### src/bswo_regs.svh
// register offsets, field positions, reset values and timing counts for the changeover block
`ifndef BSWO_REGS_SVH
`define BSWO_REGS_SVH
`define BSWO_DEV_ADDR      7'h2A
`define BSWO_OSC_OFS       8'h25
`define BSWO_BSW_OFS       8'h26
`define BSWO_IENA_OFS      8'h29
`define BSWO_IENB_OFS      8'h2A
`define BSWO_FLAG_OFS      8'h2B
`define BSWO_OSC_RST       8'h00
`define BSWO_BSW_RST       8'h00
`define BSWO_IEN_RST       8'h00
`define BSWO_OSC_MASK      8'h1F
`define BSWO_BSW_MASK      8'h1E
`define BSWO_IEN_MASK      8'h82
`define BSWO_JIT_BIT       4
`define BSWO_DRV_HI        3
`define BSWO_DRV_LO        2
`define BSWO_CAP_HI        1
`define BSWO_CAP_LO        0
`define BSWO_OFF_BIT       4
`define BSWO_RR_BIT        3
`define BSWO_MODE_HI       2
`define BSWO_MODE_LO       1
`define BSWO_LVL_BIT       7
`define BSWO_IEN_BIT       1
`define BSWO_FLAG_BIT      3
`define BSWO_CLK_HZ        200_000_000
`define BSWO_TICK_HZ       128
`define BSWO_PULSE_CYC     (`BSWO_CLK_HZ / `BSWO_TICK_HZ)
`endif

### src/bswo_pkg.sv
// types shared by the changeover block
package bswo_pkg;
	typedef enum logic [1:0] {
		BSWO_DRV_NORMAL = 2'h0,
		BSWO_DRV_LOW    = 2'h1,
		BSWO_DRV_HIGH   = 2'h2
	} bswo_drive_t;
	typedef enum logic [1:0] {
		BSWO_CAP_7P0  = 2'h0,
		BSWO_CAP_6P0  = 2'h1,
		BSWO_CAP_12P5 = 2'h2
	} bswo_cap_t;
	typedef enum logic [1:0] {
		BSWO_CMP_TH    = 2'h0,
		BSWO_CMP_BAT   = 2'h1,
		BSWO_CMP_HIGH  = 2'h2,
		BSWO_CMP_LOW   = 2'h3
	} bswo_cmp_t;
	// gray codes along idle, receive, ack, transmit, master ack
	typedef enum logic [2:0] {
		BSWO_ST_IDLE = 3'h0,
		BSWO_ST_RX   = 3'h1,
		BSWO_ST_ACK  = 3'h3,
		BSWO_ST_TX   = 3'h2,
		BSWO_ST_RACK = 3'h6
	} bswo_state_t;
endpackage

### src/bswo_sync.sv
// two-flop level synchroniser
`timescale 1ns/1ps
module bswo_sync
(
	input  wire logic clk_sys,
	input  wire logic reset,
	input  wire logic rst_val,
	input  wire logic din,
	output logic      dout
);
	logic meta_r; // first stage, read only by the second stage
	logic hold_r; // second stage, kept relative to the idle level

	// both stages store the line xor its idle level, so a constant zero reset
	// still shows the idle level at dout and no false edge follows reset
	always_ff @(posedge clk_sys or posedge reset)
	begin
		if (reset)
		begin
			meta_r <= 1'b0;
			hold_r <= 1'b0;
		end
		else
		begin
			meta_r <= din ^ rst_val;
			hold_r <= meta_r;
		end
	end

	// undo the idle-level offset; only a constant input meets the flop here
	assign dout = hold_r ^ rst_val;
endmodule // bswo_sync

### src/bswo_core.sv
// battery changeover and oscillator configuration with i2c register access
`timescale 1ns/1ps
`include "bswo_regs.svh"
// Overview of operation
// RL1 - osc bit 4 selects reduced clock jitter
// RL2 - osc bits 3:2 decode drive strength
// RL3 - osc bits 1:0 decode load capacitance
// RL4 - flag set on every change to battery
// RL5 - flag read only while on main supply
// RL6 - pulse or level irq on supply changes
// RL7 - serial bus pins ignored on battery
// RL8 - clock output pin hi-z on battery
// RL9 - timestamp output hi-z on battery
// RL10 - timestamp digital input ignored on battery
// RL11 - mechanical switch input always active
// RL12 - first irq pin active, clock function off
// RL13 - changeover bit 4 disables whole changeover
// RL14 - software leaves refresh rate bit zero
// RL15 - bits 2:1 select compare mode
// RL16 - supply chosen automatically from compare level
// RL17 - flag stays set until software clears
// RL18 - each pin gated by its enable bit
// RL19 - second irq pin active only on main
// RL20 - changeover bits 7:5 read zero
// RL21 - comparator results synchronised before use
module bswo_core
#(
	parameter int unsigned PULSE_CYC = `BSWO_PULSE_CYC // irq pulse length, 128 Hz period
)
(
	input  wire logic                  clk_sys,
	input  wire logic                  reset,
	input  wire logic                  scl_in,
	input  wire logic                  sda_in,
	output logic                       sda_out,
	output logic                       sda_oe,
	input  wire logic                  vdd_above_th,
	input  wire logic                  vdd_above_bat,
	output logic                       on_battery,
	input  wire logic                  clk_out_src,
	output logic                       clk_pin_out,
	output logic                       clk_pin_oe,
	input  wire logic                  ts_out_req,
	input  wire logic                  ts_out_val,
	output logic                       ts_pin_out,
	output logic                       ts_pin_oe,
	input  wire logic                  ts_pin_in,
	output logic                       ts_digital_in,
	output logic                       ts_mech_in,
	input  wire logic                  first_interrupt_pin_clk_mode,
	output logic                       first_interrupt_pin_n,
	output logic                       second_interrupt_pin_n,
	output logic                       second_interrupt_pin_oe,
	output logic                       jitter_reduce_select,
	output bswo_pkg::bswo_drive_t      crystal_drive_strength,
	output bswo_pkg::bswo_cap_t        load_cap_select,
	output logic                       changeover_refresh_rate,
	output bswo_pkg::bswo_cmp_t        changeover_compare_mode,
	output logic                       changeover_disable
);
	import bswo_pkg::*;

	////////////////////////////////////////////////////////////////////////////////
	// input synchronisers
	logic scl_s;      // bus clock, synchronised
	logic sda_s;      // bus data, synchronised
	logic above_th_s; // main above threshold
	logic above_bat_s;// main above battery
	logic ts_s;       // timestamp pin

	// scl and sda idle high, so they reset to one
	bswo_sync u_sync_scl (.clk_sys(clk_sys), .reset(reset), .rst_val(1'b1),
		.din(scl_in), .dout(scl_s));
	bswo_sync u_sync_sda (.clk_sys(clk_sys), .reset(reset), .rst_val(1'b1),
		.din(sda_in), .dout(sda_s));
	// comparators reset to main good, so leaving reset is no changeover
	bswo_sync u_sync_th  (.clk_sys(clk_sys), .reset(reset), .rst_val(1'b1),
		.din(vdd_above_th), .dout(above_th_s)); // [RL21]
	bswo_sync u_sync_bat (.clk_sys(clk_sys), .reset(reset), .rst_val(1'b1),
		.din(vdd_above_bat), .dout(above_bat_s)); // [RL21]
	bswo_sync u_sync_ts  (.clk_sys(clk_sys), .reset(reset), .rst_val(1'b0),
		.din(ts_pin_in), .dout(ts_s));

	////////////////////////////////////////////////////////////////////////////////
	// registers
	logic [7:0] osc_r;   // oscillator_control
	logic [7:0] bsw_r;   // battery_switch_control
	logic [7:0] iena_r;  // first pin enables
	logic [7:0] ienb_r;  // second pin enables
	logic       flag_r;  // supply_changeover_flag
	logic       wr_stb;  // one-cycle register write
	logic [7:0] wr_ptr;  // write target
	logic [7:0] wr_dat;  // write data
	logic [7:0] rd_dat;  // read mux
	logic [7:0] ptr_r;   // register pointer

	////////////////////////////////////////////////////////////////////////////////
	// supply selection
	logic main_ok;      // main supply above selected level
	logic on_batt_r;    // running from backup
	logic on_batt_d_r;  // previous value for edge detect
	logic to_batt;      // change to battery
	logic any_change;   // change either way

	// compare level choice; higher level needs both, lower needs either
	always_comb
	begin
		case (changeover_compare_mode) // [RL15]
			BSWO_CMP_TH:   main_ok = above_th_s;
			BSWO_CMP_BAT:  main_ok = above_bat_s;
			BSWO_CMP_HIGH: main_ok = above_th_s & above_bat_s;
			BSWO_CMP_LOW:  main_ok = above_th_s | above_bat_s;
			default:       main_ok = above_th_s;
		endcase
	end

	// automatic switch; disabled changeover pins power to main
	always_ff @(posedge clk_sys or posedge reset)
	begin
		if (reset)
		begin
			on_batt_r   <= 1'b0;
			on_batt_d_r <= 1'b0;
		end
		else
		begin
			on_batt_r   <= ~changeover_disable & ~main_ok; // [RL13] [RL16]
			on_batt_d_r <= on_batt_r;
		end
	end

	assign to_batt    = on_batt_r & ~on_batt_d_r;
	assign any_change = on_batt_r ^ on_batt_d_r;
	assign on_battery = on_batt_r;

	////////////////////////////////////////////////////////////////////////////////
	// i2c slave; bus seen idle while on battery
	logic        scl_d_r;  // previous scl
	logic        sda_d_r;  // previous sda
	logic        scl_g;    // gated scl
	logic        sda_g;    // gated sda
	logic        scl_rise; // bit sample point
	logic        scl_fall; // bit change point
	logic        bus_start;
	logic        bus_stop;
	bswo_state_t st_r;     // slave state
	logic [7:0]  sh_r;     // shift register
	logic [3:0]  bit_r;    // bits in current byte
	logic [1:0]  byte_r;   // 0 address, 1 pointer, 2 data
	logic        rd_r;     // read transfer
	logic        mack_r;   // master acked last byte

	assign scl_g     = scl_s | on_batt_r; // [RL7]
	assign sda_g     = sda_s | on_batt_r; // [RL7]
	assign scl_rise  = scl_g & ~scl_d_r;
	assign scl_fall  = ~scl_g & scl_d_r;
	assign bus_start = scl_g & scl_d_r & sda_d_r & ~sda_g;
	assign bus_stop  = scl_g & scl_d_r & ~sda_d_r & sda_g;

	// line history for edge detection
	always_ff @(posedge clk_sys or posedge reset)
	begin
		if (reset)
		begin
			scl_d_r <= 1'b1;
			sda_d_r <= 1'b1;
		end
		else
		begin
			scl_d_r <= scl_g;
			sda_d_r <= sda_g;
		end
	end

	// byte framing, ack and pointer handling
	always_ff @(posedge clk_sys or posedge reset)
	begin
		if (reset)
		begin
			st_r   <= BSWO_ST_IDLE;
			sh_r   <= 8'h00;
			bit_r  <= 4'h0;
			byte_r <= 2'h0;
			rd_r   <= 1'b0;
			mack_r <= 1'b0;
			ptr_r  <= 8'h00;
		end
		else if (on_batt_r)
			st_r <= BSWO_ST_IDLE; // [RL7]
		else if (bus_start)
		begin
			st_r   <= BSWO_ST_RX;
			bit_r  <= 4'h0;
			byte_r <= 2'h0;
		end
		else if (bus_stop)
			st_r <= BSWO_ST_IDLE;
		else
		begin
			case (st_r)
				BSWO_ST_RX:
				begin
					if (scl_rise)
					begin
						sh_r  <= {sh_r[6:0], sda_g};
						bit_r <= bit_r + 4'h1;
					end
					else if (scl_fall && bit_r == 4'h8)
					begin
						bit_r <= 4'h0;
						if (byte_r == 2'h0)
						begin
							// foreign address: drop out until next start
							rd_r <= sh_r[0];
							st_r <= (sh_r[7:1] == `BSWO_DEV_ADDR) ? BSWO_ST_ACK
								: BSWO_ST_IDLE;
							byte_r <= 2'h1;
						end
						else if (byte_r == 2'h1)
						begin
							ptr_r  <= sh_r;
							byte_r <= 2'h2;
							st_r   <= BSWO_ST_ACK;
						end
						else
						begin
							ptr_r <= ptr_r + 8'h01;
							st_r  <= BSWO_ST_ACK;
						end
					end
				end
				BSWO_ST_ACK:
				begin
					if (scl_fall && rd_r)
					begin
						sh_r  <= rd_dat;
						ptr_r <= ptr_r + 8'h01;
						bit_r <= 4'h0;
						st_r  <= BSWO_ST_TX;
					end
					else if (scl_fall)
						st_r <= BSWO_ST_RX;
				end
				BSWO_ST_TX:
				begin
					if (scl_rise)
						bit_r <= bit_r + 4'h1;
					else if (scl_fall && bit_r == 4'h8)
						st_r <= BSWO_ST_RACK;
					else if (scl_fall)
						sh_r <= {sh_r[6:0], 1'b0};
				end
				BSWO_ST_RACK:
				begin
					if (scl_rise)
						mack_r <= ~sda_g;
					else if (scl_fall && mack_r)
					begin
						sh_r  <= rd_dat;
						ptr_r <= ptr_r + 8'h01;
						bit_r <= 4'h0;
						st_r  <= BSWO_ST_TX;
					end
					else if (scl_fall)
						st_r <= BSWO_ST_IDLE; // nack ends the read
				end
				default: st_r <= BSWO_ST_IDLE;
			endcase
		end
	end

	// write fires as the data byte is acked
	assign wr_stb = ~on_batt_r & (st_r == BSWO_ST_RX) & scl_fall & (bit_r == 4'h8)
		& (byte_r == 2'h2);
	assign wr_dat = sh_r;
	assign wr_ptr = ptr_r;

	// open-drain data line: only ever pulls low
	assign sda_out = 1'b0;
	assign sda_oe  = ~on_batt_r & ((st_r == BSWO_ST_ACK)
		| ((st_r == BSWO_ST_TX) & ~sh_r[7]));

	////////////////////////////////////////////////////////////////////////////////
	// register file
	always_ff @(posedge clk_sys or posedge reset)
	begin
		if (reset)
		begin
			osc_r  <= `BSWO_OSC_RST;
			bsw_r  <= `BSWO_BSW_RST;
			iena_r <= `BSWO_IEN_RST;
			ienb_r <= `BSWO_IEN_RST;
		end
		else if (wr_stb)
		begin
			case (wr_ptr)
				`BSWO_OSC_OFS:  osc_r  <= wr_dat & `BSWO_OSC_MASK;
				`BSWO_BSW_OFS:  bsw_r  <= wr_dat & `BSWO_BSW_MASK; // [RL20]
				`BSWO_IENA_OFS: iena_r <= wr_dat & `BSWO_IEN_MASK;
				`BSWO_IENB_OFS: ienb_r <= wr_dat & `BSWO_IEN_MASK;
				default:        osc_r  <= osc_r; // unmapped writes dropped
			endcase
		end
	end

	// flag: new changeover wins over a clearing write in the same cycle
	logic flag_clr; // software writes zero to the flag bit
	assign flag_clr = wr_stb & (wr_ptr == `BSWO_FLAG_OFS) & ~wr_dat[`BSWO_FLAG_BIT];

	always_ff @(posedge clk_sys or posedge reset)
	begin
		if (reset)
			flag_r <= 1'b0;
		else if (to_batt)
			flag_r <= 1'b1; // [RL4]
		else if (flag_clr)
			flag_r <= 1'b0; // [RL17]
	end

	// read mux; bus is dead on battery so the flag is only seen on main
	always_comb
	begin
		rd_dat = 8'h00;
		case (ptr_r)
			`BSWO_OSC_OFS:  rd_dat = osc_r;
			`BSWO_BSW_OFS:  rd_dat = bsw_r; // [RL20]
			`BSWO_IENA_OFS: rd_dat = iena_r;
			`BSWO_IENB_OFS: rd_dat = ienb_r;
			`BSWO_FLAG_OFS: rd_dat[`BSWO_FLAG_BIT] = flag_r; // [RL5]
			default:        rd_dat = 8'h00;
		endcase
	end

	////////////////////////////////////////////////////////////////////////////////
	// decoded configuration outputs, registered
	always_ff @(posedge clk_sys or posedge reset)
	begin
		if (reset)
		begin
			jitter_reduce_select    <= 1'b0;
			crystal_drive_strength  <= BSWO_DRV_NORMAL;
			load_cap_select         <= BSWO_CAP_7P0;
			changeover_disable      <= 1'b0;
			changeover_refresh_rate <= 1'b0;
			changeover_compare_mode <= BSWO_CMP_TH;
		end
		else
		begin
			jitter_reduce_select <= osc_r[`BSWO_JIT_BIT]; // [RL1]
			case (osc_r[`BSWO_DRV_HI:`BSWO_DRV_LO]) // [RL2]
				2'h0:    crystal_drive_strength <= BSWO_DRV_NORMAL;
				2'h1:    crystal_drive_strength <= BSWO_DRV_LOW;
				default: crystal_drive_strength <= BSWO_DRV_HIGH;
			endcase
			case (osc_r[`BSWO_CAP_HI:`BSWO_CAP_LO]) // [RL3]
				2'h0:    load_cap_select <= BSWO_CAP_7P0;
				2'h1:    load_cap_select <= BSWO_CAP_6P0;
				default: load_cap_select <= BSWO_CAP_12P5;
			endcase
			changeover_disable      <= bsw_r[`BSWO_OFF_BIT]; // [RL13]
			// stored as written; only meaningful at zero [RL14]
			changeover_refresh_rate <= bsw_r[`BSWO_RR_BIT];
			changeover_compare_mode <= bswo_cmp_t'(bsw_r[`BSWO_MODE_HI:`BSWO_MODE_LO]);
		end
	end

	////////////////////////////////////////////////////////////////////////////////
	// interrupt pulse; cut short when the flag is cleared
	logic [31:0] pulse_cnt_r; // remaining pulse cycles
	logic        pulse_act;   // pulse in progress
	logic        int_a;       // first pin asserted
	logic        int_b;       // second pin asserted

	always_ff @(posedge clk_sys or posedge reset)
	begin
		if (reset)
			pulse_cnt_r <= 32'h0000_0000;
		else if (any_change)
			pulse_cnt_r <= 32'(PULSE_CYC); // [RL6]
		else if (flag_clr)
			pulse_cnt_r <= 32'h0000_0000;
		else if (pulse_act)
			pulse_cnt_r <= pulse_cnt_r - 32'h0000_0001;
	end

	assign pulse_act = (pulse_cnt_r != 32'h0000_0000);

	// level mode follows the flag, pulse mode follows the timer
	assign int_a = iena_r[`BSWO_IEN_BIT] // [RL18]
		& (iena_r[`BSWO_LVL_BIT] ? flag_r : pulse_act); // [RL6]
	assign int_b = ienb_r[`BSWO_IEN_BIT] // [RL18]
		& (ienb_r[`BSWO_LVL_BIT] ? flag_r : pulse_act);

	////////////////////////////////////////////////////////////////////////////////
	// pin gating, all registered
	always_ff @(posedge clk_sys or posedge reset)
	begin
		if (reset)
		begin
			clk_pin_out             <= 1'b0;
			clk_pin_oe              <= 1'b0;
			ts_pin_out              <= 1'b0;
			ts_pin_oe               <= 1'b0;
			ts_digital_in           <= 1'b0;
			ts_mech_in              <= 1'b0;
			first_interrupt_pin_n   <= 1'b1;
			second_interrupt_pin_n  <= 1'b1;
			second_interrupt_pin_oe <= 1'b0;
		end
		else
		begin
			clk_pin_out   <= clk_out_src & ~on_batt_r;
			clk_pin_oe    <= ~on_batt_r; // [RL8]
			ts_pin_out    <= ts_out_val & ~on_batt_r;
			ts_pin_oe     <= ts_out_req & ~on_batt_r; // [RL9]
			ts_digital_in <= ts_s & ~on_batt_r; // [RL10]
			ts_mech_in    <= ts_s; // [RL11]
			// clock mode on the first pin only while on main
			if (first_interrupt_pin_clk_mode && !on_batt_r)
				first_interrupt_pin_n <= clk_out_src;
			else
				first_interrupt_pin_n <= ~int_a; // [RL12]
			second_interrupt_pin_n  <= ~(int_b & ~on_batt_r);
			second_interrupt_pin_oe <= ~on_batt_r; // [RL19]
		end
	end
endmodule // bswo_core

### config.mk
export PLATFORM = sky130hd
export DESIGN_NAME = bswo_core
export DESIGN_NICKNAME = d
export VERILOG_FILES = /design/src/bswo_pkg.sv /design/src/bswo_sync.sv /design/src/bswo_core.sv
export VERILOG_INCLUDE_DIRS = /design/src
export SDC_FILE = /design/constraint.sdc
export NUM_CORES = 1
export LEC_CHECK = 0
export ABC_AREA = 1
export BUFFER_PORTS_ARGS = -buffer_cell sky130_fd_sc_hd__buf_2
export CORE_AREA = 10 10 138 140
export DETAILED_ROUTE_END_ITERATION = 10
export DIE_AREA = 0 0 148 150
export PLACE_DENSITY = 0.51
export SLEW_MARGIN = 20
export SYNTH_ARGS = -nofsm -noshare
export SYNTH_HDL_FRONTEND = slang
export SYNTH_SLANG_ARGS = --single-unit
### constraint.sdc
create_clock -name clk_sys -period 4.2 [get_ports clk_sys]
set_clock_uncertainty 0.15 [all_clocks]
set_input_delay 0.63 -clock clk_sys [delete_from_list [all_inputs] [get_ports clk_sys]]
set_output_delay 0.63 -clock clk_sys [all_outputs]
set_load 0.02 [all_outputs]
==> report_table.html <==
<table>
<tr><th>Metric</th><th>Value</th></tr>
<tr><th colspan="2">Cells and area</th></tr>
<tr><td>Antenna fix cells</td><td>0</td></tr>
<tr><td>Final core occ</td><td>around two fifths</td></tr>
<tr><td>Synthesis-to-layout area growth</td><td>11.4%</td></tr>
<tr><td>Number of cells in the finished layout apart from fillers</td><td>between 1000 and 1500</td></tr>
<tr><td>Number of nets in the layout</td><td>between 800 and 900</td></tr>
<tr><td>Fraction of final layout cells sized beyond drive strength 1</td><td>10.8%</td></tr>
<tr><td>Most common library cell in the layout ignoring fill and taps</td><td>sky130_fd_sc_hd__nand2_1</td></tr>
<tr><td>Top library cells by usage in the layout, fill and taps aside</td><td>sky130_fd_sc_hd__nand2_1, sky130_fd_sc_hd__nor2_1, sky130_fd_sc_hd__dfrtp_1</td></tr>
<tr><th colspan="2">Floorplan</th></tr>
<tr><td>Core Rows</td><td>47</td></tr>
<tr><td>Horizontal die dimension</td><td>148 um</td></tr>
<tr><td>Die Outline Area</td><td>22200 sq um</td></tr>
<tr><td>Floorplan die height</td><td>150 um</td></tr>
<tr><td>Core ar.</td><td>between 15000 and 20000 sq um</td></tr>
<tr><td>Effective utilization at floorplan</td><td>between 30% and 40%</td></tr>
<tr><td>Num ports</td><td>32</td></tr>
<tr><th colspan="2">Setup path</th></tr>
<tr><td>Peak per-stage delay on the critical path</td><td>390 ps</td></tr>
<tr><td>Number of buffer and inverter instances along the worst setup path</td><td>2</td></tr>
<tr><td>Crit path cell chain</td><td>inv_1 &gt; nand2_1 &gt; nor2_1 &gt; nand2_1 &gt; a21oi_1 &gt; buf_2</td></tr>
<tr><td>Crit-path most repeated cell</td><td>sky130_fd_sc_hd__nand2_1</td></tr>
<tr><td>Path type of the worst setup path</td><td>reg2out</td></tr>
<tr><td>Slowest stage cell, crit path</td><td>sky130_fd_sc_hd__dfrtp_1</td></tr>
<tr><td>CP Launch Point</td><td>st_r[0]</td></tr>
<tr><td>Startpoint Class</td><td>flip-flop</td></tr>
<tr><td>Beginning of the worst register-to-register path</td><td>on_battery</td></tr>
<tr><td>Arr. time, crit path</td><td>1750 ps</td></tr>
<tr><td>Req. time, crit path</td><td>3420 ps</td></tr>
<tr><td>Gate family responsible for the most delay along the worst path</td><td>simple AND/OR/NAND/NOR gates</td></tr>
<tr><td>Maximum fanout along the worst path</td><td>5</td></tr>
<tr><td>Type of destination of the critical path</td><td>output port</td></tr>
<tr><th colspan="2">Timing</th></tr>
<tr><td>Ratio of final minimum period to clock period</td><td>between 60 and 70%</td></tr>
<tr><td>Setup-failing EPs final</td><td>0</td></tr>
<tr><td>Final total negative setup slack</td><td>0 ps</td></tr>
<tr><td>Transition time at the pin with the least slew margin</td><td>~760 ps</td></tr>
<tr><td>Final-report hold violation count</td><td>0</td></tr>
<tr><td>Fmax</td><td>395 MHz</td></tr>
<tr><td>Final Slew Violations</td><td>0</td></tr>
<tr><td>Min setup slack post-route</td><td>1670 ps</td></tr>
<tr><td>Setup repair after global routing missed its margin</td><td>false</td></tr>
<tr><td>Worst slew margin</td><td>just under 50%</td></tr>
<tr><td>Minimum clock period</td><td>approximately 2500 ps</td></tr>
<tr><th colspan="2">Logic synthesis</th></tr>
<tr><td>Synth Net Count</td><td>779</td></tr>
<tr><td>Count of flip-flops with a built-in enable after synthesis</td><td>0</td></tr>
<tr><td>Post-synthesis adder-cell area fraction</td><td>between 1.5 and 2%</td></tr>
<tr><td>Synthesized netlist cell count</td><td>roughly 760</td></tr>
<tr><td>Fraction of synthesized cell area in xor and xnor cells</td><td>less than 1%</td></tr>
<tr><td>Synth Area in Compound Gates</td><td>around 7.4%</td></tr>
<tr><td>Sequential share of the synthesized area</td><td>roughly 46%</td></tr>
<tr><td>Number of library cell types mapped by synthesis</td><td>between 40 and 50</td></tr>
<tr><td>Share of synthesized registers carrying an async set or reset</td><td>between 90% and 100%</td></tr>
<tr><td>Post-synthesis instance area</td><td>5620 sq um</td></tr>
<tr><td>Mux cell area share after synthesis</td><td>0%</td></tr>
<tr><td>Syn_area_per_cell</td><td>between 7 and 8 sq um</td></tr>
<tr><td>Main combinational cell family by area after synthesis</td><td>simple AND/OR/NAND/NOR gates</td></tr>
<tr><td>Flop and latch count out of synthesis</td><td>104</td></tr>
<tr><td>Warning count from the yosys run</td><td>0</td></tr>
<tr><td>Simple-gate share of the synthesized area</td><td>35.6%</td></tr>
<tr><td>Top_reg_cell synth</td><td>sky130_fd_sc_hd__dfrtp_1</td></tr>
<tr><th colspan="2">Placed design</th></tr>
<tr><td>Final GP Congestion</td><td>roughly 0.93</td></tr>
<tr><td>Hpwl dp</td><td>around 10000 um</td></tr>
<tr><td>Total of buffers placed on input and output ports</td><td>30</td></tr>
<tr><td>Cells after DPL</td><td>997</td></tr>
<tr><td>Pre-CTS setup slack</td><td>~1700 ps</td></tr>
<tr><th colspan="2">Clock tree</th></tr>
<tr><td>Gates resized, CTS repair</td><td>0</td></tr>
<tr><td>Clock buffers created by TritonCTS</td><td>9</td></tr>
<tr><td>CTS tree</td><td>yes</td></tr>
<tr><td>CTS Root Buffer Type</td><td>sky130_fd_sc_hd__clkbuf_16</td></tr>
<tr><td>CTS H-Tree Depth</td><td>3</td></tr>
<tr><td>Clock latency on the worst-skew pair</td><td>around 350 ps</td></tr>
<tr><td>Number of sinks on the clock net</td><td>104</td></tr>
<tr><td>CTS Buffer Depth</td><td>2</td></tr>
<tr><td>Post-CTS setup buffer count</td><td>0</td></tr>
<tr><td>Post-CTS clock slew at the launch and capture registers of the worst setup and hold paths</td><td>~70 ps</td></tr>
<tr><td>Hold bufs inserted after CTS</td><td>0</td></tr>
<tr><th colspan="2">GRT</th></tr>
<tr><td>Largest net degree at the start of global routing</td><td>86</td></tr>
<tr><td>Global-route usage over all layers</td><td>about 13%</td></tr>
<tr><td>Grt total ovfl</td><td>0</td></tr>
<tr><td>Wire length of the first global-routing pass</td><td>between 20000 and 25000 um</td></tr>
<tr><td>M1 GR Usage</td><td>between 15 and 20%</td></tr>
<tr><td>Number of global-route vias before repair</td><td>between 4000 and 5000</td></tr>
<tr><td>Global routing met3 resource utilization</td><td>under 10%</td></tr>
<tr><td>Met2 Use GR</td><td>roughly 23%</td></tr>
<tr><td>Top Usage Layer GRT</td><td>met2</td></tr>
<tr><td>Antenna violations before repair</td><td>0</td></tr>
<tr><th colspan="2">Worst hold path</th></tr>
<tr><td>Class of the tightest hold or removal check</td><td>reg2reg</td></tr>
<tr><td>Startpoint of the lowest-slack hold path</td><td>u_sync_scl.meta_r</td></tr>
<tr><th colspan="2">Power and ir drop</th></tr>
<tr><td>Sum of internal, switching and leakage power</td><td>around 2300 uW</td></tr>
<tr><td>Static Leak</td><td>a little over 0.003 uW</td></tr>
<tr><td>Worst IR drop on VDD</td><td>around 0.2 mV</td></tr>
<tr><td>PwrDens</td><td>roughly 370 nW/um^2</td></tr>
<tr><th colspan="2">Detailed routing</th></tr>
<tr><td>Total iterations of the first detailed-routing run</td><td>5</td></tr>
<tr><td>Count of vias placed by the detailed router</td><td>slightly below 5000</td></tr>
<tr><td>Vias per inst</td><td>4.78</td></tr>
<tr><td>Antenna-violating nets left</td><td>0</td></tr>
<tr><td>Average wire length per cell after detail routing</td><td>13.7 um</td></tr>
<tr><td>Final routed DRC violation total</td><td>0</td></tr>
<tr><td>Detailed router's first-iteration violation count</td><td>roughly 330</td></tr>
<tr><td>Detailed-route wire length</td><td>13900 um</td></tr>
<tr><th colspan="2">Status</th></tr>
<tr><td>Run status</td><td>complete, no violations</td></tr>
<tr><th colspan="2">Flow run</th></tr>
<tr><td>Number of max-capacitance violations reported</td><td>0</td></tr>
</table>
## metrics by stage
stage / area (sq um) / hold WS, ps
final: 6260 / 203
after global routing: 6260 / 210
after CTS: 6260 / 205
after detailed placement: 5950 / 187
after global placement: 5950 / 183
after floorplan: 5620 / 181
## report_power, final
group	switching, uW	internal (uW)	total [uW]
Clock	405	474	879
Sequential	62.4	1060	1120
Combinational	207	101	308
Total	674	1630	2310
## synthesized netlist by cell type, types with 5 or more instances
master	number	area (sq um)
sky130_fd_sc_hd__nand2_1	214	803
sky130_fd_sc_hd__dfrtp_1	100	2500
sky130_fd_sc_hd__nor2_1	123	462
sky130_fd_sc_hd__nand3_1	77	385
sky130_fd_sc_hd__or2_2	6	37.5
sky130_fd_sc_hd__nand2_2	6	37.5
sky130_fd_sc_hd__ha_1	7	87.6
sky130_fd_sc_hd__nand4_1	9	56.3
sky130_fd_sc_hd__a21oi_1	18	90.1
sky130_fd_sc_hd__o21ai_1	6	30.0
sky130_fd_sc_hd__o21ai_0	41	205
sky130_fd_sc_hd__nor2_2	5	31.3
sky130_fd_sc_hd__inv_1	86	323
## metal layers
metal,wire length [um],up-vias
met3,482,17
met1,6120,2288
met4,252,0
met2,7030,79
li1,-,2455
met5,0,-
## final cells by class
type                    count  area [sq um]
fillers                  1741         10100
flip-flops and latches    104          2610
inverters                  92           357
multi-input cells         550          2560
well taps                 220           275
clock inverters             7          83.8
clock buffers               9           225
repair buffers             31           158
## worst register-to-register path, stage by stage (launching register included)
cell and delay [ps]:
sky130_fd_sc_hd__dfrtp_1 550, sky130_fd_sc_hd__inv_4 220, sky130_fd_sc_hd__nand3_4 110, sky130_fd_sc_hd__clkinv_2 100
sky130_fd_sc_hd__nand2_4 70, sky130_fd_sc_hd__nor3_4 250, sky130_fd_sc_hd__nand2_2 310, sky130_fd_sc_hd__nand2_4 180
sky130_fd_sc_hd__inv_2 130, sky130_fd_sc_hd__nand2_4 160, sky130_fd_sc_hd__inv_4 70, sky130_fd_sc_hd__nor2_1 100
## cells by family after synthesis
| family | after synthesis |
|---|---|
| adder cells (fa/ha/maj) | 7 |
| other | 1 |
| AND/OR/NAND/NOR | 459 |
| XOR/XNOR | 6 |
| flip-flops | 104 |
| AO/OA/AOI/OAI | 77 |
| buffers and inverters | 107 |
## path summary, 6_finish.rpt
path                                     endpoint  slack [ps]  cells past startpoint
worst min-delay path            u_sync_scl.hold_r         200                      0
worst max register to register    pulse_cnt_r[23]        1730                     11
worst min register to register  u_sync_scl.hold_r         200                      0
min in group asynchronous          pulse_cnt_r[9]         260                      2
max in group asynchronous                bsw_r[4]        2860                      3
worst max-delay path                       sda_oe        1670                      6
## sequential cells by signal, summed over array words and instances (netlist names), 2 cells and up
register,count
byte_r,2
osc_r,5
pulse_cnt_r,32
ienb_r,2
ptr_r,8
load_cap_select,2
sh_r,8
iena_r,2
st_r,3
bsw_r,4
bit_r,4
crystal_drive_strength,2
changeover_compare_mode,2
Note: power is estimated with default switching activity, not from simulation.
